`config.mk`:
```
export PLATFORM = sky130hd
export DESIGN_NAME = bplm_ctrl
export DESIGN_NICKNAME = d
export VERILOG_FILES = /design/src/rtl/bplm_pkg.sv /design/src/rtl/bplm_ctrl.sv
export VERILOG_INCLUDE_DIRS = /design/src /design/src/rtl
export SDC_FILE = /design/constraint.sdc
export NUM_CORES = 1
export LEC_CHECK = 0
export BUFFER_PORTS_ARGS = -buffer_cell sky130_fd_sc_hd__buf_2
export CELL_PAD_IN_SITES_DETAIL_PLACEMENT = 1
export CELL_PAD_IN_SITES_GLOBAL_PLACEMENT = 1
export CORE_MARGIN = 5
export CORE_UTILIZATION = 47
export DETAILED_ROUTE_END_ITERATION = 10
export HOLD_SLACK_MARGIN = 0.08
export PLACE_DENSITY = 0.92
export REMOVE_ABC_BUFFERS = 1
export SYNTH_ARGS = -nofsm -noshare
export SYNTH_HDL_FRONTEND = slang
export SYNTH_SLANG_ARGS = --single-unit
```
`constraint.sdc`:
```
create_clock -name clk -period 13.3 [get_ports clk]
set_input_delay 1.995 -clock clk [delete_from_list [all_inputs] [get_ports clk]]
set_output_delay 1.995 -clock clk [all_outputs]
set_load 0.005 [all_outputs]
```
`src/rtl/bplm_consts.svh`:
```
// constants for the buck phase and load meter control block
// assumes a 125 MHz clk and an Avalon-MM slave with 32-bit words
`ifndef BPLM_CONSTS_SVH
`define BPLM_CONSTS_SVH

// register byte addresses
`define BPLM_ADDR_PRI_CTRL1   8'h00
`define BPLM_ADDR_PRI_CTRL2   8'h04
`define BPLM_ADDR_PRI_VOUT    8'h08
`define BPLM_ADDR_PRI_DELAY   8'h0C
`define BPLM_ADDR_SEC_CTRL1   8'h10
`define BPLM_ADDR_SEC_CTRL2   8'h14
`define BPLM_ADDR_SEC_VOUT    8'h18
`define BPLM_ADDR_SEC_DELAY   8'h1C
`define BPLM_ADDR_CONFIG      8'h20
`define BPLM_ADDR_PLL         8'h24
`define BPLM_ADDR_EVENT       8'h28
`define BPLM_ADDR_MASK        8'h2C
`define BPLM_ADDR_SEL         8'h30
`define BPLM_ADDR_RES_LO      8'h34
`define BPLM_ADDR_RES_HI      8'h38
`define BPLM_ADDR_STATUS      8'h3C

// ctrl1 fields
`define BPLM_C1_EN            0
`define BPLM_C1_FPWM          1
`define BPLM_C1_TWO_PHASE     2
`define BPLM_C1_DISCHARGE     3
// ctrl2 fields: current limit [2:0], slew [6:4]
`define BPLM_C2_ILIM_LSB      0
`define BPLM_C2_SLEW_LSB      4
// config / pll / select / event fields
`define BPLM_CFG_SPREAD       0
`define BPLM_PLL_EXT_SYNC     0
`define BPLM_SEL_BIT          0
`define BPLM_EV_DONE          0
`define BPLM_EV_SEC_LIMIT     1
`define BPLM_EV_PRI_LIMIT     2

// measurement timing
`define BPLM_MEAS_MAX_US      50
`define BPLM_CLK_MHZ          125
`define BPLM_MEAS_CYCLES      (`BPLM_MEAS_MAX_US * `BPLM_CLK_MHZ)
// code step, pwm threshold and phase add/shed thresholds in mA
`define BPLM_STEP_MA          20
`define BPLM_PWM_MA           600
`define BPLM_ADD_PHASE_MA     2000
`define BPLM_SHED_PHASE_MA    1500

`endif

```
`src/rtl/bplm_pkg.sv`:
```
// types for the buck phase and load meter control block
// assumes bplm_consts.svh is included by the user
package bplm_pkg;
  typedef enum logic [1:0] {
    BPLM_IDLE,
    BPLM_SETTLE,
    BPLM_SAMPLE
  } bplm_meas_t;
endpackage

```
`src/rtl/bplm_ctrl.sv`:
```
// phase, mode, spread and load meter control for two buck cores
// assumes an Avalon-MM master, analog current sense as mA codes
`include "bplm_consts.svh"
module bplm_ctrl
  import bplm_pkg::*;
#(
  parameter int MEAS_CYCLES = `BPLM_MEAS_CYCLES,
  parameter logic [7:0] OTP_CTRL1 = 8'h01,
  parameter logic [7:0] OTP_CTRL2 = 8'h03,
  parameter logic [7:0] OTP_VOUT  = 8'h50,
  parameter logic [7:0] OTP_DELAY = 8'h00
) (
  input  wire logic        clk,
  input  wire logic        rst,
  input  wire logic [7:0]  avs_address,
  input  wire logic        avs_read,
  input  wire logic        avs_write,
  input  wire logic [31:0] avs_writedata,
  input  wire logic [3:0]  avs_byteenable,
  output logic [31:0]      avs_readdata,
  output logic             avs_waitrequest,
  output logic             avs_response_err,
  input  wire logic [11:0] pri_sense_ma,
  input  wire logic [11:0] sec_sense_ma,
  input  wire logic        pri_limit_hit,
  input  wire logic        sec_limit_hit,
  output logic             irq,
  output logic             pri_pwm,
  output logic             sec_pwm,
  output logic             pri_enable,
  output logic             sec_enable,
  output logic             two_phase_active,
  output logic             sec_phase_180,
  output logic             spread_on,
  output logic [7:0]       pri_vout,
  output logic [7:0]       sec_vout,
  output logic [2:0]       sec_current_limit,
  output logic             sec_discharge_enable
);

  logic [7:0]  pri_ctrl_reg_1, pri_ctrl_reg_2, pri_voltage_reg;
  logic [7:0]  pri_delay_reg;
  logic [7:0]  secondary_ctrl_reg_1, secondary_ctrl_reg_2;
  logic [7:0]  secondary_voltage_reg, secondary_delay_reg;
  logic        spread_enable, ext_sync_enable, meter_sel;
  logic        meter_done_flag, meter_done_mask;
  logic        secondary_limit_event, pri_limit_event;
  logic        sec_limit_mask, pri_limit_mask;
  logic [8:0]  meter_result;
  bplm_meas_t  meas_st;
  logic [15:0] meas_cnt;
  logic        meas_busy, meas_done, meter_on_sec;
  logic        second_phase;
  logic        wr_acc, rd_acc, hit;
  logic [31:0] next_readdata;
  logic [12:0] sum_ma;
  logic [12:0] code_full;
  logic [8:0]  next_result;
  logic        force_two_phase;
  logic [15:0] meas_age;

  assign force_two_phase = pri_ctrl_reg_1[`BPLM_C1_TWO_PHASE];
  // one-cycle answer: waitrequest low in the cycle after the request
  assign wr_acc = avs_write & ~avs_waitrequest;
  assign rd_acc = avs_read & ~avs_waitrequest;

  // address decode
  always_comb begin
    hit = 1'b1;
    next_readdata = 32'h0000_0000;
    unique case (avs_address)
      `BPLM_ADDR_PRI_CTRL1: next_readdata[7:0] = pri_ctrl_reg_1;
      `BPLM_ADDR_PRI_CTRL2: next_readdata[7:0] = pri_ctrl_reg_2;
      `BPLM_ADDR_PRI_VOUT:  next_readdata[7:0] = pri_voltage_reg;
      `BPLM_ADDR_PRI_DELAY: next_readdata[7:0] = pri_delay_reg;
      `BPLM_ADDR_SEC_CTRL1: next_readdata[7:0] = secondary_ctrl_reg_1;
      `BPLM_ADDR_SEC_CTRL2: next_readdata[7:0] = secondary_ctrl_reg_2;
      `BPLM_ADDR_SEC_VOUT:  next_readdata[7:0] = secondary_voltage_reg;
      `BPLM_ADDR_SEC_DELAY: next_readdata[7:0] = secondary_delay_reg;
      `BPLM_ADDR_CONFIG:    next_readdata[0] = spread_enable;
      `BPLM_ADDR_PLL:       next_readdata[0] = ext_sync_enable;
      `BPLM_ADDR_EVENT:     next_readdata[2:0] = {pri_limit_event,
                              secondary_limit_event, meter_done_flag};
      `BPLM_ADDR_MASK:      next_readdata[2:0] = {pri_limit_mask,
                              sec_limit_mask, meter_done_mask};
      `BPLM_ADDR_SEL:       next_readdata[0] = meter_sel;
      `BPLM_ADDR_RES_LO:    next_readdata[7:0] = meter_result[7:0];
      `BPLM_ADDR_RES_HI:    next_readdata[0] = meter_result[8];
      `BPLM_ADDR_STATUS:    next_readdata[3:0] = {spread_on, second_phase,
                              two_phase_active, meas_busy};
      default:              hit = 1'b0;
    endcase
  end

  // bus handshake and read data
  always_ff @(posedge clk or posedge rst) begin
    if (rst) begin
      avs_waitrequest <= 1'b1;
      avs_readdata <= 32'h0000_0000;
      avs_response_err <= 1'b0;
    end else begin
      avs_waitrequest <= ~((avs_read | avs_write) & avs_waitrequest);
      if ((avs_read | avs_write) & avs_waitrequest) begin
        avs_readdata <= avs_read ? next_readdata : 32'h0000_0000;
        avs_response_err <= ~hit;
      end
    end
  end

  // converter setting registers, defaults from otp; spread, sync, mask and select bits reset to zero
  always_ff @(posedge clk or posedge rst) begin
    if (rst) begin
      pri_ctrl_reg_1 <= OTP_CTRL1;
      pri_ctrl_reg_2 <= OTP_CTRL2;
      pri_voltage_reg <= OTP_VOUT;
      pri_delay_reg <= OTP_DELAY;
      secondary_ctrl_reg_1 <= OTP_CTRL1;
      secondary_ctrl_reg_2 <= OTP_CTRL2;
      secondary_voltage_reg <= OTP_VOUT;
      secondary_delay_reg <= OTP_DELAY;
      spread_enable <= 1'b0;
      ext_sync_enable <= 1'b0;
      meter_done_mask <= 1'b0;
      sec_limit_mask <= 1'b0;
      pri_limit_mask <= 1'b0;
      meter_sel <= 1'b0;
    end else if (wr_acc && avs_byteenable[0]) begin
      unique case (avs_address)
        `BPLM_ADDR_PRI_CTRL1: pri_ctrl_reg_1 <= avs_writedata[7:0];
        `BPLM_ADDR_PRI_CTRL2: pri_ctrl_reg_2 <= avs_writedata[7:0];
        `BPLM_ADDR_PRI_VOUT:  pri_voltage_reg <= avs_writedata[7:0];
        `BPLM_ADDR_PRI_DELAY: pri_delay_reg <= avs_writedata[7:0];
        `BPLM_ADDR_SEC_CTRL1: secondary_ctrl_reg_1 <= avs_writedata[7:0];
        `BPLM_ADDR_SEC_CTRL2: secondary_ctrl_reg_2 <= avs_writedata[7:0];
        `BPLM_ADDR_SEC_VOUT:  secondary_voltage_reg <= avs_writedata[7:0];
        `BPLM_ADDR_SEC_DELAY: secondary_delay_reg <= avs_writedata[7:0];
        `BPLM_ADDR_CONFIG:    spread_enable <= avs_writedata[0];
        `BPLM_ADDR_PLL:       ext_sync_enable <= avs_writedata[0];
        `BPLM_ADDR_MASK: begin
          meter_done_mask <= avs_writedata[0];
          sec_limit_mask <= avs_writedata[1];
          pri_limit_mask <= avs_writedata[2];
        end
        `BPLM_ADDR_SEL:       meter_sel <= avs_writedata[`BPLM_SEL_BIT];
        default: ;
      endcase
    end
  end

  // event flags: write one to clear, a new event wins
  always_ff @(posedge clk or posedge rst) begin
    if (rst) begin
      meter_done_flag <= 1'b0;
      secondary_limit_event <= 1'b0;
      pri_limit_event <= 1'b0;
    end else begin
      if (meas_done)
        meter_done_flag <= 1'b1;
      else if (wr_acc && avs_address == `BPLM_ADDR_EVENT &&
               avs_byteenable[0] && avs_writedata[0])
        meter_done_flag <= 1'b0;
      // secondary limit event stays live in two-phase mode
      if (sec_limit_hit)
        secondary_limit_event <= 1'b1;
      else if (wr_acc && avs_address == `BPLM_ADDR_EVENT &&
               avs_byteenable[0] && avs_writedata[1])
        secondary_limit_event <= 1'b0;
      if (pri_limit_hit)
        pri_limit_event <= 1'b1;
      else if (wr_acc && avs_address == `BPLM_ADDR_EVENT &&
               avs_byteenable[0] && avs_writedata[2])
        pri_limit_event <= 1'b0;
    end
  end

  // interrupt output
  always_ff @(posedge clk or posedge rst) begin
    if (rst)
      irq <= 1'b0;
    else
      irq <= (meter_done_flag & ~meter_done_mask) |
             (secondary_limit_event & ~sec_limit_mask) |
             (pri_limit_event & ~pri_limit_mask);
  end

  // sum both phases in two-phase mode, pick one otherwise
  always_comb begin
    if (force_two_phase)
      sum_ma = {1'b0, pri_sense_ma} + {1'b0, sec_sense_ma};
    else if (meter_on_sec)
      sum_ma = {1'b0, sec_sense_ma};
    else
      sum_ma = {1'b0, pri_sense_ma};
    code_full = 13'(sum_ma / 13'(`BPLM_STEP_MA));
    next_result = (code_full > 13'h01FF) ? 9'h1FF : code_full[8:0];
  end

  // measurement sequence, a select write restarts it
  always_ff @(posedge clk or posedge rst) begin
    if (rst) begin
      meas_st <= BPLM_IDLE;
      meas_cnt <= 16'h0000;
      meas_done <= 1'b0;
      meter_on_sec <= 1'b0;
      meter_result <= 9'h000;
    end else begin
      meas_done <= 1'b0;
      if (wr_acc && avs_address == `BPLM_ADDR_SEL && avs_byteenable[0]) begin
        meas_st <= BPLM_SETTLE;
        meas_cnt <= 16'h0000;
        meter_on_sec <= avs_writedata[`BPLM_SEL_BIT];
      end else begin
        unique case (meas_st)
          BPLM_IDLE: ;
          BPLM_SETTLE: begin
            meas_cnt <= meas_cnt + 16'h0001;
            if (meas_cnt == 16'(MEAS_CYCLES - 2))
              meas_st <= BPLM_SAMPLE;
          end
          BPLM_SAMPLE: begin
            meter_result <= next_result;
            meas_done <= 1'b1;
            meas_st <= BPLM_IDLE;
          end
        endcase
      end
    end
  end
  assign meas_busy = (meas_st != BPLM_IDLE);

  // cycles spent in the running measurement, read by the checks
  always_ff @(posedge clk or posedge rst) begin
    if (rst)
      meas_age <= 16'h0000;
    else if (!meas_busy ||
             (wr_acc && avs_address == `BPLM_ADDR_SEL && avs_byteenable[0]))
      meas_age <= 16'h0000;
    else
      meas_age <= meas_age + 16'h0001;
  end

  // automatic phase add and shed with hysteresis
  always_ff @(posedge clk or posedge rst) begin
    if (rst)
      second_phase <= 1'b0;
    else if (force_two_phase)
      second_phase <= 1'b1;
    else if (pri_sense_ma >= 12'(`BPLM_ADD_PHASE_MA))
      second_phase <= 1'b1;
    else if (pri_sense_ma < 12'(`BPLM_SHED_PHASE_MA))
      second_phase <= 1'b0;
  end

  // converter mode outputs
  always_ff @(posedge clk or posedge rst) begin
    if (rst) begin
      pri_pwm <= 1'b0;
      sec_pwm <= 1'b0;
      pri_enable <= 1'b0;
      sec_enable <= 1'b0;
      two_phase_active <= 1'b0;
      sec_phase_180 <= 1'b0;
      spread_on <= 1'b0;
      pri_vout <= 8'h00;
      sec_vout <= 8'h00;
      sec_current_limit <= 3'h0;
      sec_discharge_enable <= 1'b0;
    end else begin
      // pwm: forced, two-phase, measuring, or heavy load
      pri_pwm <= pri_ctrl_reg_1[`BPLM_C1_FPWM] | force_two_phase |
                 (meas_busy & (~meter_on_sec | force_two_phase)) |
                 (pri_sense_ma >= 12'(`BPLM_PWM_MA));
      // primary enable and vout govern the pair in two-phase mode; current limit and discharge stay secondary
      if (force_two_phase) begin
        sec_pwm <= 1'b1;
        sec_enable <= pri_ctrl_reg_1[`BPLM_C1_EN] & second_phase;
        sec_vout <= pri_voltage_reg;
      end else begin
        sec_pwm <= secondary_ctrl_reg_1[`BPLM_C1_FPWM] |
                   (meas_busy & meter_on_sec) |
                   (sec_sense_ma >= 12'(`BPLM_PWM_MA));
        sec_enable <= secondary_ctrl_reg_1[`BPLM_C1_EN];
        sec_vout <= secondary_voltage_reg;
      end
      pri_enable <= pri_ctrl_reg_1[`BPLM_C1_EN];
      pri_vout <= pri_voltage_reg;
      two_phase_active <= force_two_phase;
      sec_phase_180 <= force_two_phase & second_phase;
      sec_current_limit <= secondary_ctrl_reg_2[2:0];
      sec_discharge_enable <= secondary_ctrl_reg_1[`BPLM_C1_DISCHARGE];
      spread_on <= spread_enable & ~ext_sync_enable;
    end
  end
endmodule

```
==> run summary <==
outcome: completed
row cnt: 47
number of global-route vias before repair: 7,620
setup bufs post-CTS: 0
WHS: 427 ps
fraction of layout cells with a size suffix above 1: 25.8%
Synth cell types: 80
skew final: 6.86 ps
Max H-tree Level: 4
Yosys top cell by area: dfrtp_1
Slew Viols, Final: 0
final worst-path cycle share: 46.5%
reg2reg end: meter_result[1]
post-synthesis cell count: 802
CTS max path bufs: 2
met3 usage: 5.55%
R2R Setup Slk: 8810 ps
port bufs: 84
Hold/Removal Path Class: register to register
nets@finish: 966
R2R cell count: 12
Reg with most FFs: meas_cnt
Max Cap Viol: 0
Yosys Warn Count: 0
setup tns final: 0 ps
DRT Wirelength: 28,000 µm
Area contributors post-synth: dfrtp_1 (40%), mux2_2 (11%), dfstp_2 (3.6%)
number of synthesized flops with an enable pin: 0
gr busiest metal: met2
crit path time final: 6190 ps
Critical Path End Type: register
antenna-violating nets left: 0
Starting Density: 48.2%
DR iter-0 viols: 658
worst endpoint data arrival time: 6480 ps
Ports: 136
Critical Path Fanout Max: 12
asr flop ratio synth: 100%
Max Clk Rate: 0.162 GHz
biggest regs: meas_cnt (16), meter_result (9)
WL/cell: 25.3 µm
VDD IR-drop max: 0.0000833 V
leakage: 0.00421 µW
beginning of the worst hold path: pri_voltage_reg[4]
Antenna diodes: 0
syn_area_per_cell: 10.0 µm²
Initial DRT Pass Iterations: 5
relative slew slack: 21.8%
Yosys reg bits: 141
Area Overhead vs Synth: 13.6%
final setup fails: 0
DP Cell Count: 1,078
first-pass GRT wire length: 44,000 µm
Total Routing Usage GR: 28.2%
worst hold path cell count: 0
top-area cell type share of the netlist area: 40.4%
largest net degree at the start of global routing: 76
Vias: 7,281
P per Cell Area: 126 nW/µm²
Placeable Area: 16,700 µm²
register area share after synthesis: 44.0%
met2 usage: 47.9%
vias per cell: 6.56
TritonCTS clock tree: yes
worst reg2reg startpoint: pri_ctrl_reg_1[2]
grt met1 use: 34.4%
detailed-route DRC error count: 0
CTS Buf Count: 17
Slew @ Worst Pin: 1170 ps
Worst-path clk slew: 60 ps
Setup Crit Path Kind: input port to register
most used flip-flop cell after synthesis: dfrtp_1
unrepaired setup endpoints after global routing: false
hold buffers post-CTS: 0
Fin. Hold Viols: 0
DP HPWL: 18,300 µm
Clock Latency Late Sink: 420 ps
die area: 19,800 µm²
Worst setup SP type: input port
Worst Hold End: pri_vout[4]
post-cts repair resize count: 0
Required @ worst endpoint: 13,600 ps
RePlAce Congestion: 0.892
CTS root buffer: clkbuf_16
Final Non-Filler Cells: 1,110
antenna violations before repair: 0
grt ovf: 0
Chip Width: 141 µm
area of the mapped netlist: 8050 µm²
max FFs per register: 16
Die Y-Extent: 141 µm
CTS Sinks: 141
routing by layer:
layer	vias up	part of all wire, %
met5	-	0
met4	0	4.3
met3	93	7.0
met2	412	50
met1	3692	39
li1	3084	-
Yosys cell counts (11+ instances only):
| cell type | instances |
|---|---|
| buf_4 | 24 |
| nor3_1 | 12 |
| ha_1 | 14 |
| mux2_2 | 76 |
| a21o_1 | 12 |
| nand4_1 | 18 |
| xor2_1 | 13 |
| inv_1 | 19 |
| a22oi_1 | 27 |
| nor2_1 | 76 |
| dfstp_2 | 11 |
| clkbuf_1 | 19 |
| o211ai_1 | 13 |
| nand3_1 | 23 |
| dfrtp_1 | 130 |
| a21oi_1 | 34 |
| o21ai_0 | 34 |
| nand2_1 | 65 |
cell usage in the layout (no fill, tap or decap), types with 5 or more instances in the layout:
master,count
a21oi_1,34
clkbuf_16,17
o221ai_1,5
inv_1,18
o21ai_0,33
a211o_1,7
mux2_2,76
nor4_1,8
xor2_1,13
dfstp_2,11
dfrtp_1,130
a21o_1,12
a22o_1,8
buf_4,5
mux2i_1,8
nand2_1,65
ha_1,14
and2_1,5
o211ai_1,13
buf_2,84
nand2b_1,5
a211oi_1,8
nand3_1,23
nor2_1,76
a22oi_1,27
xnor2_1,6
o21a_1,8
and3_1,7
conb_1,24
nor3_1,11
o211a_1,5
nor2b_1,6
o22ai_1,5
nand4_1,18
a221oi_1,10
report_power, final:
part	switching [µW]	total (µW)	internal, µW	leakage [µW]
Combinational	113	175	62.1	0.00214
Sequential	36.4	493	456	0.00180
Clock	203	483	280	0.000279
stage by stage:
stage          worst slack, ps  cell area, µm²  util [%]  total power, µW
2_1_floorplan             7060            7800         -              600
3_3_place_gp              7130            8550      51.2              646
3_5_place_dp              6940            8550      51.2              660
4_1_cts                   7280            9140      54.7             1150
5_1_grt                   6820            9140      54.7             1190
6_report                  7110            9140      54.7             1150
cell type report:
type                       count  area [µm²]
timing repair buffer          89         458
clock buffer                  18         429
clock inverter                14         160
sequential                   141        3540
multi-input combinational    609        4200
tap                          220         275
inverter                      19        76.3
fill                        1891        7560
logic make-up after synthesis:
family                   synth area share, %
XOR/XNOR                                2.07
flip-flops                              44.0
adder cells (fa/ha/maj)                 2.68
AO/OA/AOI/OAI                           19.9
multiplexers                            11.6
AND/OR/NAND/NOR                         14.7
buffers and inverters                   4.99
other                                 0.0466
worst max path at each step:
stage,start,end,slack (ps),depth (start not counted)
final,pri_sense_ma[0],meter_result[1],7110,17
after global routing,pri_sense_ma[0],meter_result[1],6820,17
after CTS,pri_sense_ma[0],meter_result[1],7280,17
after detailed placement,pri_sense_ma[0],meter_result[0],6940,17
after global placement,pri_sense_ma[0],meter_result[0],7130,17
after floorplan,pri_sense_ma[0],meter_result[0],7060,16
worst max-delay path, stage by stage:
cell,delay [ps]
buf_2,80
ha_1,190
inv_1,70
fa_1,390
nand2b_1,230
a21oi_1,280
o21a_1,200
o211a_1,430
nor3_1,220
a22o_1,260
a211oi_2,750
o211ai_1,300
a211oi_1,340
a211o_1,180
nand2_1,80
o31ai_1,380
o21ai_1,100
Note: power is estimated with default switching activity, not from simulation.
